**config.mk**
```make
export PLATFORM = sky130hd
export DESIGN_NAME = eil_irq_latch
export DESIGN_NICKNAME = d
export VERILOG_FILES = /design/src/hdl/eil_pkg.sv /design/src/hdl/eil_pin_sync.sv /design/src/hdl/eil_irq_latch.sv
export SDC_FILE = /design/constraint.sdc
export NUM_CORES = 1
export LEC_CHECK = 0
export ABC_AREA = 1
export CORE_MARGIN = 2
export CORE_UTILIZATION = 65
export CTS_BUF_LIST = sky130_fd_sc_hd__clkbuf_2
export CTS_CLUSTER_DIAMETER = 150
export CTS_CLUSTER_SIZE = 20
export DETAILED_ROUTE_END_ITERATION = 6
export DONT_BUFFER_PORTS = 1
export GPL_ROUTABILITY_DRIVEN = 0
export GPL_TIMING_DRIVEN = 0
export PLACE_DENSITY = 0.79
export SYNTH_ARGS = -nofsm -noshare
export SYNTH_HDL_FRONTEND = slang
export SYNTH_HIERARCHICAL = 1
export SYNTH_SLANG_ARGS = --single-unit
```
**constraint.sdc**
```tcl
create_clock -name pclk -period 1.7 [get_ports pclk]
set_input_delay 0.085 -clock pclk [delete_from_list [all_inputs] [get_ports pclk]]
set_output_delay 0.085 -clock pclk [all_outputs]
set_load 0.01 [all_outputs]
```
**src/hdl/eil_pkg.sv**
```systemverilog
package eil_pkg;

  // register byte offsets
  localparam logic [11:0] STATUS_CONTROL_OFFSET = 12'h000;
  localparam logic [11:0] IRQ_STATUS_OFFSET     = 12'h004;
  localparam logic [11:0] IRQ_MASK_OFFSET       = 12'h008;
  localparam logic [11:0] PIN_LEVEL_OFFSET      = 12'h00C;

  // fields of the status/control register
  localparam int SENSE_BIT   = 0;
  localparam int MASK_BIT    = 1;
  localparam int ACK_BIT     = 2;
  localparam int PENDING_BIT = 3;

  // sticky event bits
  localparam int EV_LATCH_BIT = 0;
  localparam int EV_FALL_BIT  = 1;
  localparam int EV_WIDTH     = 2;

  // fixed vector locations taken for this request
  localparam logic [15:0] VECTOR_HI_ADDR = 16'hFFFA;
  localparam logic [15:0] VECTOR_LO_ADDR = 16'hFFFB;

  localparam logic [31:0] SLAVE_ERROR_READ = 32'h0000_0000;

  // data handed from the pin conditioner to the latch logic
  typedef struct packed {
    logic level;
    logic fall;
  } eil_pin_t;

endpackage

```
**src/hdl/eil_pin_sync.sv**
```systemverilog
`timescale 1ns/1ns
`default_nettype none

// two-stage synchroniser and falling edge detection on the request pin
module eil_pin_sync
(
  input  wire logic             pclk,
  input  wire logic             presetn,
  input  wire logic             pin_n,
  output eil_pkg::eil_pin_t     pin_out
);

  logic meta_reg;
  logic sync_reg;
  logic prev_reg;

  // idle pin level is high (pulled up), so reset to one
  always_ff @(posedge pclk or negedge presetn)
  begin
    if (!presetn)
    begin
      meta_reg <= 1'b1;
      sync_reg <= 1'b1;
      prev_reg <= 1'b1;
    end
    else
    begin
      meta_reg <= pin_n;
      sync_reg <= meta_reg;
      prev_reg <= sync_reg;
    end
  end

  assign pin_out.level = sync_reg;
  assign pin_out.fall  = prev_reg & ~sync_reg;

endmodule
`default_nettype wire

```
**src/hdl/eil_irq_latch.sv**
```systemverilog
// Chosen here: the placing of the registers and register access over APB.
`timescale 1ns/1ns
`default_nettype none

module eil_irq_latch
(
  input  wire logic        pclk,
  input  wire logic        presetn,
  input  wire logic        psel,
  input  wire logic        penable,
  input  wire logic        pwrite,
  input  wire logic [11:0] paddr,
  input  wire logic [31:0] pwdata,
  input  wire logic [3:0]  pstrb,
  output logic      [31:0] prdata,
  output logic             pready,
  output logic             pslverr,
  input  wire logic        ext_irq_pin_n,
  input  wire logic        vector_fetch_ack,
  input  wire logic        condition_code_reg_imask,
  output logic             cpu_irq_req,
  output logic      [15:0] cpu_vector_addr,
  output logic             branch_pin_level,
  output logic             irq
);

  //////////////////////////////////////////////////////////////////////////////
  // pin conditioning

  eil_pkg::eil_pin_t pin;

  eil_pin_sync u_pin_sync
  (
    .pclk    (pclk),
    .presetn (presetn),
    .pin_n   (ext_irq_pin_n),
    .pin_out (pin)
  );

  //////////////////////////////////////////////////////////////////////////////
  // bus decode

  function automatic logic hit(input logic [11:0] a, input logic [11:0] off);
    hit = (a == off);
  endfunction

  logic        irq_latch_reg;
  logic        irq_latch_next;
  logic        ack_seen_reg;
  logic        ack_seen_next;
  logic        irq_sense_select_reg;
  logic        irq_mask_bit_reg;
  logic [eil_pkg::EV_WIDTH-1:0] ev_status_reg;
  logic [eil_pkg::EV_WIDTH-1:0] ev_status_next;
  logic [eil_pkg::EV_WIDTH-1:0] ev_mask_reg;

  wire         access   = psel & penable;
  wire         wr_en    = access & pwrite & pstrb[0];
  wire         sel_sc   = hit(paddr, eil_pkg::STATUS_CONTROL_OFFSET);
  wire         sel_st   = hit(paddr, eil_pkg::IRQ_STATUS_OFFSET);
  wire         sel_mk   = hit(paddr, eil_pkg::IRQ_MASK_OFFSET);
  wire         sel_pl   = hit(paddr, eil_pkg::PIN_LEVEL_OFFSET);
  wire         mapped   = sel_sc | sel_st | sel_mk | sel_pl;
  wire         wr_sc    = wr_en & sel_sc;
  wire         sw_ack   = wr_sc & pwdata[eil_pkg::ACK_BIT];
  wire         any_ack  = sw_ack | vector_fetch_ack;

  //////////////////////////////////////////////////////////////////////////////
  // request latch

  // set term: edge always, low level only in level mode
  wire set_req = pin.fall | (irq_sense_select_reg & ~pin.level);

  always_comb
  begin
    irq_latch_next = irq_latch_reg;
    ack_seen_next  = ack_seen_reg;
    if (!irq_sense_select_reg)
    begin
      // edge mode: acknowledge clears immediately; a new edge wins
      ack_seen_next = 1'b0;
      if (any_ack)
        irq_latch_next = 1'b0;
      if (pin.fall)
        irq_latch_next = 1'b1;
    end
    else
    begin
      // level mode: remember the acknowledge until the pin returns high
      if (any_ack && irq_latch_reg)
        ack_seen_next = 1'b1;
      if ((ack_seen_reg || any_ack) && pin.level && irq_latch_reg)
      begin
        irq_latch_next = 1'b0;
        ack_seen_next  = 1'b0;
      end
      if (set_req)
        irq_latch_next = 1'b1;
      if (pin.fall)
        ack_seen_next = 1'b0;
    end
  end

  always_ff @(posedge pclk or negedge presetn)
  begin
    if (!presetn)
    begin
      irq_latch_reg <= 1'b0;
      ack_seen_reg  <= 1'b0;
    end
    else
    begin
      irq_latch_reg <= irq_latch_next;
      ack_seen_reg  <= ack_seen_next;
    end
  end

  //////////////////////////////////////////////////////////////////////////////
  // control bits

  always_ff @(posedge pclk or negedge presetn)
  begin
    if (!presetn)
    begin
      irq_sense_select_reg <= 1'b0;
      irq_mask_bit_reg     <= 1'b0;
    end
    else if (wr_sc)
    begin
      irq_sense_select_reg <= pwdata[eil_pkg::SENSE_BIT];
      irq_mask_bit_reg     <= pwdata[eil_pkg::MASK_BIT];
    end
  end

  //////////////////////////////////////////////////////////////////////////////
  // sticky event status, write one to clear; a new event wins over the clear

  wire [eil_pkg::EV_WIDTH-1:0] ev_set = {pin.fall, irq_latch_next & ~irq_latch_reg};
  wire [eil_pkg::EV_WIDTH-1:0] ev_clr =
    (wr_en & sel_st) ? pwdata[eil_pkg::EV_WIDTH-1:0] : '0;

  assign ev_status_next = (ev_status_reg & ~ev_clr) | ev_set;

  always_ff @(posedge pclk or negedge presetn)
  begin
    if (!presetn)
    begin
      ev_status_reg <= '0;
      ev_mask_reg   <= '0;
    end
    else
    begin
      ev_status_reg <= ev_status_next;
      if (wr_en && sel_mk)
        ev_mask_reg <= pwdata[eil_pkg::EV_WIDTH-1:0];
    end
  end

  //////////////////////////////////////////////////////////////////////////////
  // read data

  wire [31:0] sc_rd = {28'h0000000, irq_latch_reg, 1'b0, irq_mask_bit_reg,
                       irq_sense_select_reg};
  wire [31:0] rd_mux =
    sel_sc ? sc_rd :
    sel_st ? {30'h0, ev_status_reg} :
    sel_mk ? {30'h0, ev_mask_reg} :
    sel_pl ? {31'h0, pin.level} :
             eil_pkg::SLAVE_ERROR_READ;

  //////////////////////////////////////////////////////////////////////////////
  // registered outputs

  wire req_next = irq_latch_next & ~irq_mask_bit_reg & ~condition_code_reg_imask;

  always_ff @(posedge pclk or negedge presetn)
  begin
    if (!presetn)
    begin
      prdata           <= '0;
      pready           <= 1'b0;
      pslverr          <= 1'b0;
      cpu_irq_req      <= 1'b0;
      cpu_vector_addr  <= eil_pkg::VECTOR_HI_ADDR;
      branch_pin_level <= 1'b1;
      irq              <= 1'b0;
    end
    else
    begin
      // no wait state: setup, then ready in the first access cycle
      pready           <= psel & ~penable;
      pslverr          <= psel & ~penable & ~mapped;
      prdata           <= (psel & ~penable & ~pwrite) ? rd_mux : 32'h00000000;
      cpu_irq_req      <= req_next;
      cpu_vector_addr  <= vector_fetch_ack ? eil_pkg::VECTOR_LO_ADDR : eil_pkg::VECTOR_HI_ADDR;
      branch_pin_level <= pin.level;
      irq              <= |(ev_status_next & ev_mask_reg);
    end
  end

endmodule
`default_nettype wire

```
== Yosys cells after proc, flatten, opt, wreduce, memory -nomap -nowiden ==
Index checks and enable logic that the tools add are counted.
Cells by class
  equality and inequality tests: 4
  mux-type cells: 16
  bitwise logic cells: 30
  reductions and logical operators: 7
Operator list (count)
  $eq 12x4->1 const B: 2
  $and 1x1->1: 14
  $eq 12x3->1 const B: 1
  $logic_not 12->1: 1
  $mux 1: 11
  $mux 4: 2
  $not 1->1: 7
  $mux 2: 3
  $or 1x1->1: 5
  $and 2x2->2: 2
  $logic_and 1x1->1: 4
  $ne 4x1->1 const B: 1
  $not 2->2: 1
  $or 2x2->2: 1
  $reduce_or 2->1: 1
  $logic_or 1x1->1: 1
Storage, ports and cells
  flip-flop bits (word level): 23
  bits of input ports: 56
  output and inout bits: 53

== Depth between registers and ports, before layout ==
Gate-level depths: netlist of the first run.
  depth in word-level cells: 16
  mapped depth: 10

== Cells and area by module ==
Netlist of the first run, hierarchy kept.
By module, submodules not included
  eil_irq_latch: instances 1, cells an instance 145, area each 1173.6 um2, sequential area each 426.7 um2
  eil_pin_sync: instances 1, cells an instance 6, area each 96.3 um2, sequential area each 78.8 um2

== Worst setup path before layout of the first run ==
Ideal clock, no wire load.
  path kind: register -> register
  start: reg u_pin_sync.sync_reg
  end: reg irq
  setup time: 0.116 ns
  arrival time: 1.023 ns
  data required time: 1.584 ns
  slack: 0.561 ns
  cell stages (with the launch flop): 9
  path buffers: 1
  clock period less this slack: 1.139 ns
  path through: dfstp_2 -> buf_4 -> inv_1 -> nor2_1 -> nand2_1 -> nand3_1 -> nand2_1 -> nand2_1 -> nand2_1
On the way
  cells in the longest elaborated chain, start to end: 9
  elaborated cells between the ends (all ways): 14
  those cells by class: mux (4); bitwise (7); reduce/logical (3)
Ends and longest elaborated chain
  from (decl): RTL line eil_pin_sync.sv:14  | logic sync_reg;
  from (signal assigned): RTL line eil_pin_sync.sv:29  | sync_reg <= meta_reg;
  $not 1->1 / $logic_and 1x1->1 (equally long branches): RTL line eil_pin_sync.sv:35, eil_irq_latch.sv:72, eil_irq_latch.sv:92
  $and 1x1->1, or another cell as far along: RTL line eil_pin_sync.sv:35  | assign pin_out.fall = prev_reg & ~sync_reg;
  $or 1x1->1 / $mux 1 (equally long branches): RTL line eil_irq_latch.sv:72, eil_irq_latch.sv:92
  $mux 1: RTL line eil_irq_latch.sv:97  | if (set_req)
  $mux 1 *: RTL line eil_irq_latch.sv:78  | if (!irq_sense_select_reg)
  $and 1x1->1 *: RTL line eil_irq_latch.sv:138  | wire [eil_pkg::EV_WIDTH-1:0] ev_set = {pin.fall, irq_latch_next & ~irq_latch_reg};
  $or 2x2->2 *: RTL line eil_irq_latch.sv:142  | assign ev_status_next = (ev_status_reg & ~ev_clr) | ev_set;
  via ev_status_next, one bit: RTL line eil_irq_latch.sv:54  | logic [eil_pkg::EV_WIDTH-1:0] ev_status_next;
  $and 2x2->2 *: RTL line eil_irq_latch.sv:197  | irq <= |(ev_status_next & ev_mask_reg);
  $reduce_or 2->1 *: RTL line eil_irq_latch.sv:197
  to (signal assigned): RTL line eil_irq_latch.sv:197
  to (decl): RTL line eil_irq_latch.sv:24  | output logic irq
The timed path passes the listed nets; every way through them passes the cells marked *.
A chain may end at the register's enable or synchronous reset.

== Final worst setup path of the first run ==
  start: in paddr[3]
  end: reg prdata[3]
On the way
  cells in the longest elaborated chain, start to end: 3
Ends and longest elaborated chain
  from (decl): RTL line eil_irq_latch.sv:12  | input wire logic [11:0] paddr,
  $logic_not 12->1: RTL line eil_irq_latch.sv:44  | hit = (a == off);
  $mux 4: RTL line eil_irq_latch.sv:165  | sel_sc ? sc_rd :
  $mux 4: RTL line eil_irq_latch.sv:193  | prdata <= (psel & ~penable & ~pwrite) ? rd_mux : 32'h00000000;
  to (signal assigned): RTL line eil_irq_latch.sv:193
  to (decl): RTL line eil_irq_latch.sv:15  | output logic [31:0] prdata,
Every way passes these cells.

==> out/qor.csv, run 1 <==
metric,value,unit
status,completed,
CP Launch Type,primary input,
synthesized instance count,151,
Num CTS Buffers,3,
worst reg2reg endpoint,irq$_DFF_PN0_,
Synth Area in XOR/XNOR,0,%
PortBufs,0,
critical path class,primary input to flip-flop,
Synth Area in Simple Gates,19.8,%
worst min path class,primary input to flip-flop,
CP arrival,1.93,ns
Nets,266,
register area,505,sq um
Die ar.,2320,sq um
Initial DRT Pass Iterations,4,
Core ar.,1780,sq um
Detailed Route WL,3050,um
DP HPWL,1870,um
mux cell area share after synthesis,0,%
synth unique cells,24,
largest net degree at the start of global routing,21,
Synth Flop Type,dfrtp_1,
root buffer cell,clkbuf_2,
worst ir drop on vdd,556,uV
CTS Sinks,20,
Setup crit end kind,flip-flop,
Slew @ Worst Pin,0.868,ns
Placed Instances,218,
Tcrit/Tclk final,97.2,%
"EDFF count, synth",0,
Chip Height,48.2,um
area delta synth->final,28.1,%
clock buffer depth,2,
async set or reset register ratio after synthesis,100,%
Worst Clk Skew,0.00204,ns
TritonCTS clock tree,yes,
final cell count without fillers,234,
fmax,0.605,GHz
DR iter-0 viols,58,
FILL cells,76,
RSZ-0062 raised after global routing,false,
global-route wire length before repair,4460,um
GRT Total Usage,27.2,%
Initial Util,71.2,%
Power Density,657,nW/um^2
YS warnings,6,
Largest register FFs,3,
Antenna Violating Nets Remaining,0,
Worst-path clk slew,0.21,ns
die width,48.2,um
synthesized area per cell,8.41,sq um
ant diodes,0,
reg-to-reg startpoint,u_pin_sync/sync_reg$_DFF_PN1_,
Leak,0.919,nW
complex-gate fraction of the synthesized area,7.29,%
layout cells sized above 1,30.6,%
R2R cell count,9,
initial antenna violation count,0,
endpoints failing hold,0,
DRC,0,
Ports,109,
Worst slew margin,42.0,%
"Cell Area, Synth",1270,sq um
H-tree levels,1,
sequential-to-total area share from yosys stat,39.8,%
later-pin clock latency in the skew report,0.31,ns
R2R setup slack,0.23,ns
CP startpoint,paddr[3],
Sum Neg Setup Slack,0,ns
Tmin final,1.65,ns
required time of the critical path,1.97,ns
final slew viol count,0,
Yosys reg bits,20,
multi-input logic area,512,sq um
total gr overflow,0,
number of vias per cell,4.67,
number of cell rows,15,
WL/cell,13.0,um
vias in the first global route,1108,
maximum fanout along the worst path,5,
maxcap violations,0,
largest family of logic cells by synthesized area,buffers and inverters,
setup violators final,0,
CP Capture Point,prdata[3]$_DFF_PN0_,
Vias,1092,
area share of fa/ha/maj cells after synthesis,0,%
-- per-layer routing --
layer | wire [um] | GRT usage, %
met5 | 0 | 0
met4 | 53 | 10.8
met2 | 1580 | 52.6
met3 | 300 | 2.96
met1 | 1110 | 29.6
-- cells by family (layout without fill, tap and decap cells) --
kind of cell | after synthesis | after routing
AO/OA/AOI/OAI | 16 | 16
buffers and inverters | 65 | 81
flip-flops | 20 | 20
other | 2 | 44
AND/OR/NAND/NOR | 48 | 48
-- stage by stage --
step / setup WS [ns] / area [sq um] / hold WS, ns / utilization, % / total power [mW]
after floorplan: 0.561 / 1430 / -0.211 / - / 0.664
after global placement: 0.478 / 1460 / -0.210 / 81.8 / 0.670
after detailed placement: 0.423 / 1460 / -0.210 / 81.8 / 0.673
after CTS: 0.128 / 1610 / 0.000300 / 90.5 / 1.04
after global routing: 0.0220 / 1630 / 0.0250 / 91.2 / 1.11
final: 0.0482 / 1630 / 0.0261 / 91.2 / 1.07
-- power by group --
part | internal (mW) | switching (mW)
logic | 0.0968 | 0.111
clock network | 0.203 | 0.156
registers | 0.493 | 0.00940
-- worst min path at each step --
stage | endpoint | depth (start not counted) | startpoint | slack, ns
2_1_floorplan | ack_seen_reg$_DFFE_PN0P_ | 0 | presetn | -0.21
3_3_place_gp | prdata[1]$_DFF_PN0_ | 0 | presetn | -0.21
3_5_place_dp | prdata[1]$_DFF_PN0_ | 0 | presetn | -0.21
4_1_cts | prdata[1]$_DFF_PN0_ | 3 | paddr[3] | 0.0003
5_1_grt | ev_status_reg[1]$_DFF_PN0_ | 3 | paddr[2] | 0.02
6_report | ev_status_reg[1]$_DFF_PN0_ | 3 | paddr[2] | 0.03
-- timing repair --
item / in CTS / in global routing
endpoints found under the hold margin: 32 / 1
endpoints found under the setup margin: 0 / 1
gates resized for setup: 0 / 1
hold buffers: 11 / 1
setup buffers: 0 / 0
-- placed cells by master, fill, tap and decap left out, drive strengths merged --
cell / count
nand4: 3
dfstp: 4
nor2: 14
a21oi: 3
nand2: 22
dfrtp: 16
bufinv: 1
dlygate4sd3: 12
nand3: 5
a31oi: 1
conb: 44
o21ai: 8
buf: 45
nor3: 2
nor4: 2
inv: 20
o211ai: 1
o31ai: 2
clkbuf: 3
o2111ai: 1
-- worst max-delay path, stage by stage --
cell and delay, ns:
dlygate4sd3_1 0.56, inv_2 0.11, nand2_1 0.07, nor2_2 0.14, nand2_1 0.15, nor4_1 0.21
dlygate4sd3_1 0.59
-- synthesized netlist by cell type, types with 2 or more instances --
library cell / n / area, sq um
a21oi_1: 3 / 15.0
buf_4: 45 / 338
conb_1: 2 / 7.51
dfrtp_1: 16 / 400
dfstp_2: 4 / 105
inv_1: 18 / 67.6
inv_2: 2 / 7.51
nand2_1: 20 / 75.1
nand2_2: 2 / 12.5
nand3_1: 5 / 25.0
nor2_1: 10 / 37.5
nor2_2: 3 / 18.8
nor3_1: 2 / 10.0
nor4_1: 2 / 12.5
o21ai_0: 6 / 30.0
o21ai_1: 2 / 10.0
o31ai_1: 2 / 15.0
-- cell type report --
| type | count | share of cell area [%] |
|---|---|---|
| well taps | 25 | 1.92 |
| clock inverters | 1 | 1.85 |
| multi-input cells | 108 | 31.5 |
| plain buffers | 45 | 20.8 |
| inverters | 20 | 4.62 |
| flip-flops and latches | 20 | 31.1 |
| clock buffers | 3 | 0.923 |
| repair buffers | 12 | 7.38 |
(Power assumes the default switching activity.)
==> inputs of run 2 (changes only) <==
--- a/config.mk
+++ b/config.mk
@@ -8,7 +8,7 @@
 export ABC_AREA = 1
 export CORE_MARGIN = 2
 export CORE_UTILIZATION = 65
-export CTS_BUF_LIST = sky130_fd_sc_hd__clkbuf_2
+export CTS_BUF_LIST = sky130_fd_sc_hd__clkbuf_8
 export CTS_CLUSTER_DIAMETER = 150
 export CTS_CLUSTER_SIZE = 20
 export DETAILED_ROUTE_END_ITERATION = 6
==> run 2 against run 1 <==
Clock power is 33% higher. Highest routed layer unchanged. Critical endpoint is now irq$_DFF_PN0_. Sequential cell count unchanged. Critical path type is now flip-flop to flip-flop. Register-to-register slack gained 0.02 ns. Die area unchanged. Routed wire length down 8.9%. Worst setup slack better by 0.20 ns. Clock skew barely moved. Largest cell class unchanged. Hold slack got worse by 0.024 ns. Cell area fell by 1.6%. Critical path depth up 2.
==> out/qor.csv, run 2 (same netlist as run 1, synthesis figures left out) <==
metric,value,unit,change
CP arrival,1.60,ns,-0.33 ns
die width,48.2,um,unchanged
fmax,0.690,GHz,+14%
worst ir drop on vdd,538,uV,-3.3%
number of cell rows,15,,unchanged
root buffer cell,clkbuf_8,,
layout cells sized above 1,30.9,%,+0.26 points
"leading cell type in the layout, fill and taps excluded",buf_4,,
final cell count without fillers,229,,-2.1%
largest net degree at the start of global routing,21,,unchanged
Worst-path clk slew,0.08,ns,-0.13 ns
final slew viol count,0,,unchanged
TritonCTS clock tree,yes,,
clock buffer depth,2,,unchanged
Leak,0.906,nW,-1.4%
Sum Neg Setup Slack,0,ns,unchanged
Slew @ Worst Pin,0.862,ns,-0.00610 ns
Tcrit/Tclk final,85.3,%,-12 points
Initial Util,71.2,%,unchanged
DRC,0,,unchanged
total gr overflow,0,,unchanged
Ports,109,,unchanged
FILL cells,84,,+11%
critical path class,flip-flop to flip-flop,,
Setup crit end kind,flip-flop,,
Die ar.,2320,sq um,unchanged
Vias,1046,,-4.2%
met2 Resource Use GR,46.1,%,-6.6 points
Placement Setup Slack,0.423,ns,unchanged
post-layout util,89.8,%,-1.5 points
initial antenna violation count,0,,unchanged
GRT Total Usage,25.1,%,-2.1 points
Tmin final,1.45,ns,-0.202 ns
Antenna Violating Nets Remaining,0,,unchanged
CTS Sinks,20,,unchanged
vias in the first global route,953,,-14%
WL/cell,12.1,um,-6.9%
# Post-CTS Setup Buffers,0,,unchanged
Worst Clk Skew,0.00196,ns,-0.0000798 ns
Initial DRT Pass Iterations,4,,unchanged
CP Launch Type,flip-flop,,
status,completed,,
Nets,261,,-1.9%
setup violators final,0,,unchanged
later-pin clock latency in the skew report,0.26,ns,-0.05 ns
Detailed Route WL,2780,um,-8.9%
Core ar.,1780,sq um,unchanged
global-route wire length before repair,3940,um,-12%
ant diodes,0,,unchanged
worst min path class,primary input to flip-flop,,
required time of the critical path,1.85,ns,-0.12 ns
DP HPWL,1870,um,unchanged
most frequent cells in the layout,"45 x buf_4, 44 x conb_1, 20 x nand2_1",,
met1 usage,26.8,%,-2.8 points
Total Power,1.18,mW,+10%
Chip Height,48.2,um,unchanged
number of vias per cell,4.57,,-2.1%
endpoints failing hold,0,,unchanged
Global Route met3 Usage,4.07,%,+1.1 points
Worst slew margin,42.4,%,+0.41 points
PortBufs,0,,unchanged
maxcap violations,0,,unchanged
DR iter-0 viols,31,,-47%
GR peak layer,met2,,
Num CTS Buffers,3,,unchanged
area delta synth->final,26.0,%,
Power Density,735,nW/um^2,+12%
maximum fanout along the worst path,3,,-2
RSZ-0062 raised after global routing,false,,
Placed Instances,218,,unchanged
Largest register FFs,3,,unchanged
H-tree levels,1,,unchanged
worst setup margin,0.250,ns,+0.202 ns
-- run 2: metal layers --
metal	routed length [um]	part of all wire (%)
met1	953	34
met2	1450	52
met3	292	11
met4	79	2.8
met5	0	0
-- run 2: final timing paths --
path	to	slack, ns	cells past startpoint	start
max	irq$_DFF_PN0_	0.25	9	u_pin_sync/sync_reg$_DFF_PN1_
min	irq_sense_select_reg$_DFFE_PN0N_	0.002	2	pwdata[0]
max reg2reg	irq$_DFF_PN0_	0.25	9	u_pin_sync/sync_reg$_DFF_PN1_
min reg2reg	u_pin_sync/sync_reg$_DFF_PN1_	0.36	0	u_pin_sync/meta_reg$_DFF_PN1_
max in group asynchronous	ev_mask_reg[0]$_DFFE_PN0P_	0.79	1	presetn
min in group asynchronous	prdata[0]$_DFF_PN0_	0.38	1	presetn
-- run 2: layout make-up --
| type | instances | area, sq um | share of cell area [%] |
|---|---|---|---|
| multi-input cells | 108 | 509 | 31.8 |
| flip-flops and latches | 20 | 505 | 31.6 |
| plain buffers | 45 | 338 | 21.1 |
| inverters | 20 | 75.1 | 4.69 |
| repair buffers | 7 | 70.1 | 4.38 |
| clock buffers | 3 | 41.3 | 2.58 |
| well taps | 25 | 31.3 | 1.95 |
| clock inverters | 1 | 30.0 | 1.88 |
-- run 2: through the flow --
step	cell area, sq um	hold slack [ns]
floorplan	1430	-0.211
global placement	1460	-0.210
detailed placement	1460	-0.210
CTS	1600	0.00412
global route	1600	0.0243
finish	1600	0.00243
-- run 2: where the power goes --
| part | internal, mW | switching, mW |
|---|---|---|
| sequential | 0.492 | 0.00928 |
| clock | 0.314 | 0.164 |
| combinational | 0.0906 | 0.107 |
| total | 0.897 | 0.279 |
-- run 2: what timing repair did --
action                                 in CTS  in global routing
hold buffers                                7                  0
gates resized for setup                     0                  0
endpoints found under the hold margin      26                  0
-- run 2: critical path, stage by stage (launching register included) --
cell     delay, ns
dfstp_2       0.56
nor2_2        0.05
inv_1         0.08
nand2_1       0.11
nor2_1        0.15
nand2_1       0.11
nand3_1       0.09
nand2_1       0.08
nand2_1       0.08
nand2_1       0.05
==> inputs of run 3 (changes only) <==
--- a/config.mk
+++ b/config.mk
@@ -16,6 +16,7 @@
 export GPL_ROUTABILITY_DRIVEN = 0
 export GPL_TIMING_DRIVEN = 0
 export PLACE_DENSITY = 0.79
+export REMOVE_ABC_BUFFERS = 1
 export SYNTH_ARGS = -nofsm -noshare
 export SYNTH_HDL_FRONTEND = slang
 export SYNTH_HIERARCHICAL = 1
==> run 3 against run 2 <==
Core utilization fell by 20 points. Fmax rose by 14%. Count of clock-buffer cells in the layout rose by 1. Die area did not move. Worst setup slack improved by 0.17 ns. Cell area fell by 22%. Combinational power fell by 44%. Clock power fell by 26%. Sequential power barely moved. Critical path depth did not move. Clock skew barely moved. Global-route usage fell by 5.9 points. Critical path type unchanged.
==> out/qor.csv, run 3 (same netlist as run 1, synthesis figures left out) <==
metric,value,unit,change
R2R cell count,9,,unchanged
layout cells sized above 1,11.3,%,-20 points
maximum fanout along the worst path,4,,+1
Power Density,775,nW/um^2,+5.5%
hold-fix buffers at CTS,7,,unchanged
global-route wire length before repair,2970,um,-25%
area delta synth->final,-1.87,%,
die width,48.2,um,unchanged
endpoints failing hold,0,,unchanged
Initial DRT Pass Iterations,4,,unchanged
PortBufs,0,,unchanged
Sum Neg Setup Slack,0,ns,unchanged
worst ir drop on vdd,464,uV,-14%
final slew viol count,0,,unchanged
DR iter-0 viols,6,,-81%
worst min path class,primary input to flip-flop,,
number of cell rows,15,,unchanged
Setup crit end kind,flip-flop,,
"leading cell type in the layout, fill and taps excluded",conb_1,,
worst setup margin,0.423,ns,+0.173 ns
WL/cell,11.3,um,-7.0%
area post-placement,1120,sq um,-23%
FILL cells,138,,+64%
startpoint of the worst hold path,pwdata[0],,
RSZ-0062 raised after global routing,false,,
Worst slew margin,42.6,%,+0.25 points
Total Power,0.966,mW,-18%
Initial Util,71.2,%,unchanged
CP max-delay cell,dfstp_2,,
R2R setup slack,0.42,ns,+0.17 ns
final instance area,1250,sq um,-22%
worst reg2reg endpoint,irq$_DFF_PN0_,,
worst path bufs/invs,1,,unchanged
GRT Total Usage,19.2,%,-5.9 points
maxcap violations,0,,unchanged
most frequent cells in the layout,"44 x conb_1, 20 x nand2_1, 18 x inv_1",,
"Largest stage delay, worst path",0.56,ns,about the same
Vias,841,,-20%
Nets,216,,-17%
Largest register FFs,3,,unchanged
clock buffer depth,2,,unchanged
# Post-CTS Setup Buffers,0,,unchanged
H-tree levels,1,,unchanged
Worst path most repeated cell,nand2_1,,
Die ar.,2320,sq um,unchanged
CP arrival,1.43,ns,-0.17 ns
largest net degree at the start of global routing,21,,unchanged
Worst Clk Skew,0.00165,ns,-0.000304 ns
Chip Height,48.2,um,unchanged
number of vias per cell,4.57,,about the same
CP cell instances,nor2_2 > inv_1 > nand2_1 > nor2_1 > nand2_1 > nand3_1 > nand2_1 > nand2_1 > nand2_1,,
Leak,0.673,nW,-26%
Core ar.,1780,sq um,unchanged
Hold Path Cell Cnt,2,,unchanged
required time of the critical path,1.85,ns,about the same
Ports,109,,unchanged
status,completed,,
cts repair resizes,0,,unchanged
initial antenna violation count,0,,unchanged
vias in the first global route,712,,-25%
Placement Setup Slack,0.428,ns,+0.00547 ns
Tcrit/Tclk final,75.1,%,-10 points
CTS Sinks,20,,unchanged
Hold Path End,irq_sense_select_reg$_DFFE_PN0N_,,
Tmin final,1.28,ns,-0.173 ns
crit-path leading delay family,flip-flops,,
critical path class,flip-flop to flip-flop,,
DP HPWL,1600,um,-14%
DRC,0,,unchanged
fmax,0.783,GHz,+14%
reg-to-reg startpoint,u_pin_sync/sync_reg$_DFF_PN1_,,
setup violators final,0,,unchanged
TritonCTS clock tree,yes,,
Num CTS Buffers,3,,unchanged
Antenna Violating Nets Remaining,0,,unchanged
root buffer cell,clkbuf_8,,
Detailed Route WL,2080,um,-25%
post-layout util,69.9,%,-20 points
Worst-path clk slew,0.07,ns,about the same
later-pin clock latency in the skew report,0.25,ns,about the same
CP Launch Type,flip-flop,,
total gr overflow,0,,unchanged
Slew @ Worst Pin,0.858,ns,-0.00377 ns
ant diodes,0,,unchanged
[run 3: changes by cell type in the layout (fill, tap and decap cells not counted)]
cell / previous run / this run
clkbuf_8: 3 / 4
buf_4: 45 / 0
bufinv_16: 1 / 0
[run 3: area by class of cell]
| cell class | count | area, sq um | area share [%] |
|---|---|---|---|
| timing repair buffer | 7 | 70.1 | 5.62 |
| clock buffer | 4 | 55.1 | 4.42 |
| sequential | 20 | 505 | 40.6 |
| inverter | 20 | 75.1 | 6.02 |
| tap | 25 | 31.3 | 2.51 |
| multi-input combinational | 108 | 509 | 40.9 |
[run 3: worst max-delay path by stage]
| stage | from | to | slack (ns) | cells past startpoint |
|---|---|---|---|---|
| after floorplan | u_pin_sync/sync_reg$_DFF_PN1_ | irq$_DFF_PN0_ | 0.55 | 9 |
| after detailed placement | u_pin_sync/sync_reg$_DFF_PN1_ | irq$_DFF_PN0_ | 0.43 | 9 |
| final | u_pin_sync/sync_reg$_DFF_PN1_ | irq$_DFF_PN0_ | 0.42 | 9 |
| after global placement | u_pin_sync/sync_reg$_DFF_PN1_ | irq$_DFF_PN0_ | 0.46 | 9 |
| after CTS | u_pin_sync/sync_reg$_DFF_PN1_ | irq$_DFF_PN0_ | 0.42 | 9 |
| after global routing | u_pin_sync/sync_reg$_DFF_PN1_ | irq$_DFF_PN0_ | 0.26 | 9 |
[run 3: power by group]
part           leakage, nW  total, mW  switching [mW]  internal [mW]
clock               0.0288      0.354           0.148          0.206
combinational        0.396      0.110          0.0863         0.0240
sequential           0.248      0.501         0.00935          0.492
[run 3: through the flow]
stage,hold slack (ns),std cells
3_3_place_gp,-0.210,173
6_report,0.0131,184
2_1_floorplan,-0.211,148
5_1_grt,0.0329,184
4_1_cts,0.00988,184
3_5_place_dp,-0.210,173
[run 3: layer usage]
metal  part of all wire [%]  GRT usage [%]  vias to the layer above
met5                      0              0                        -
met4                    2.5           12.4                        0
met3                    9.5           5.56                        8
met2                     52           33.9                       55
met1                     36           19.4                      378
li1                       -              -                      400
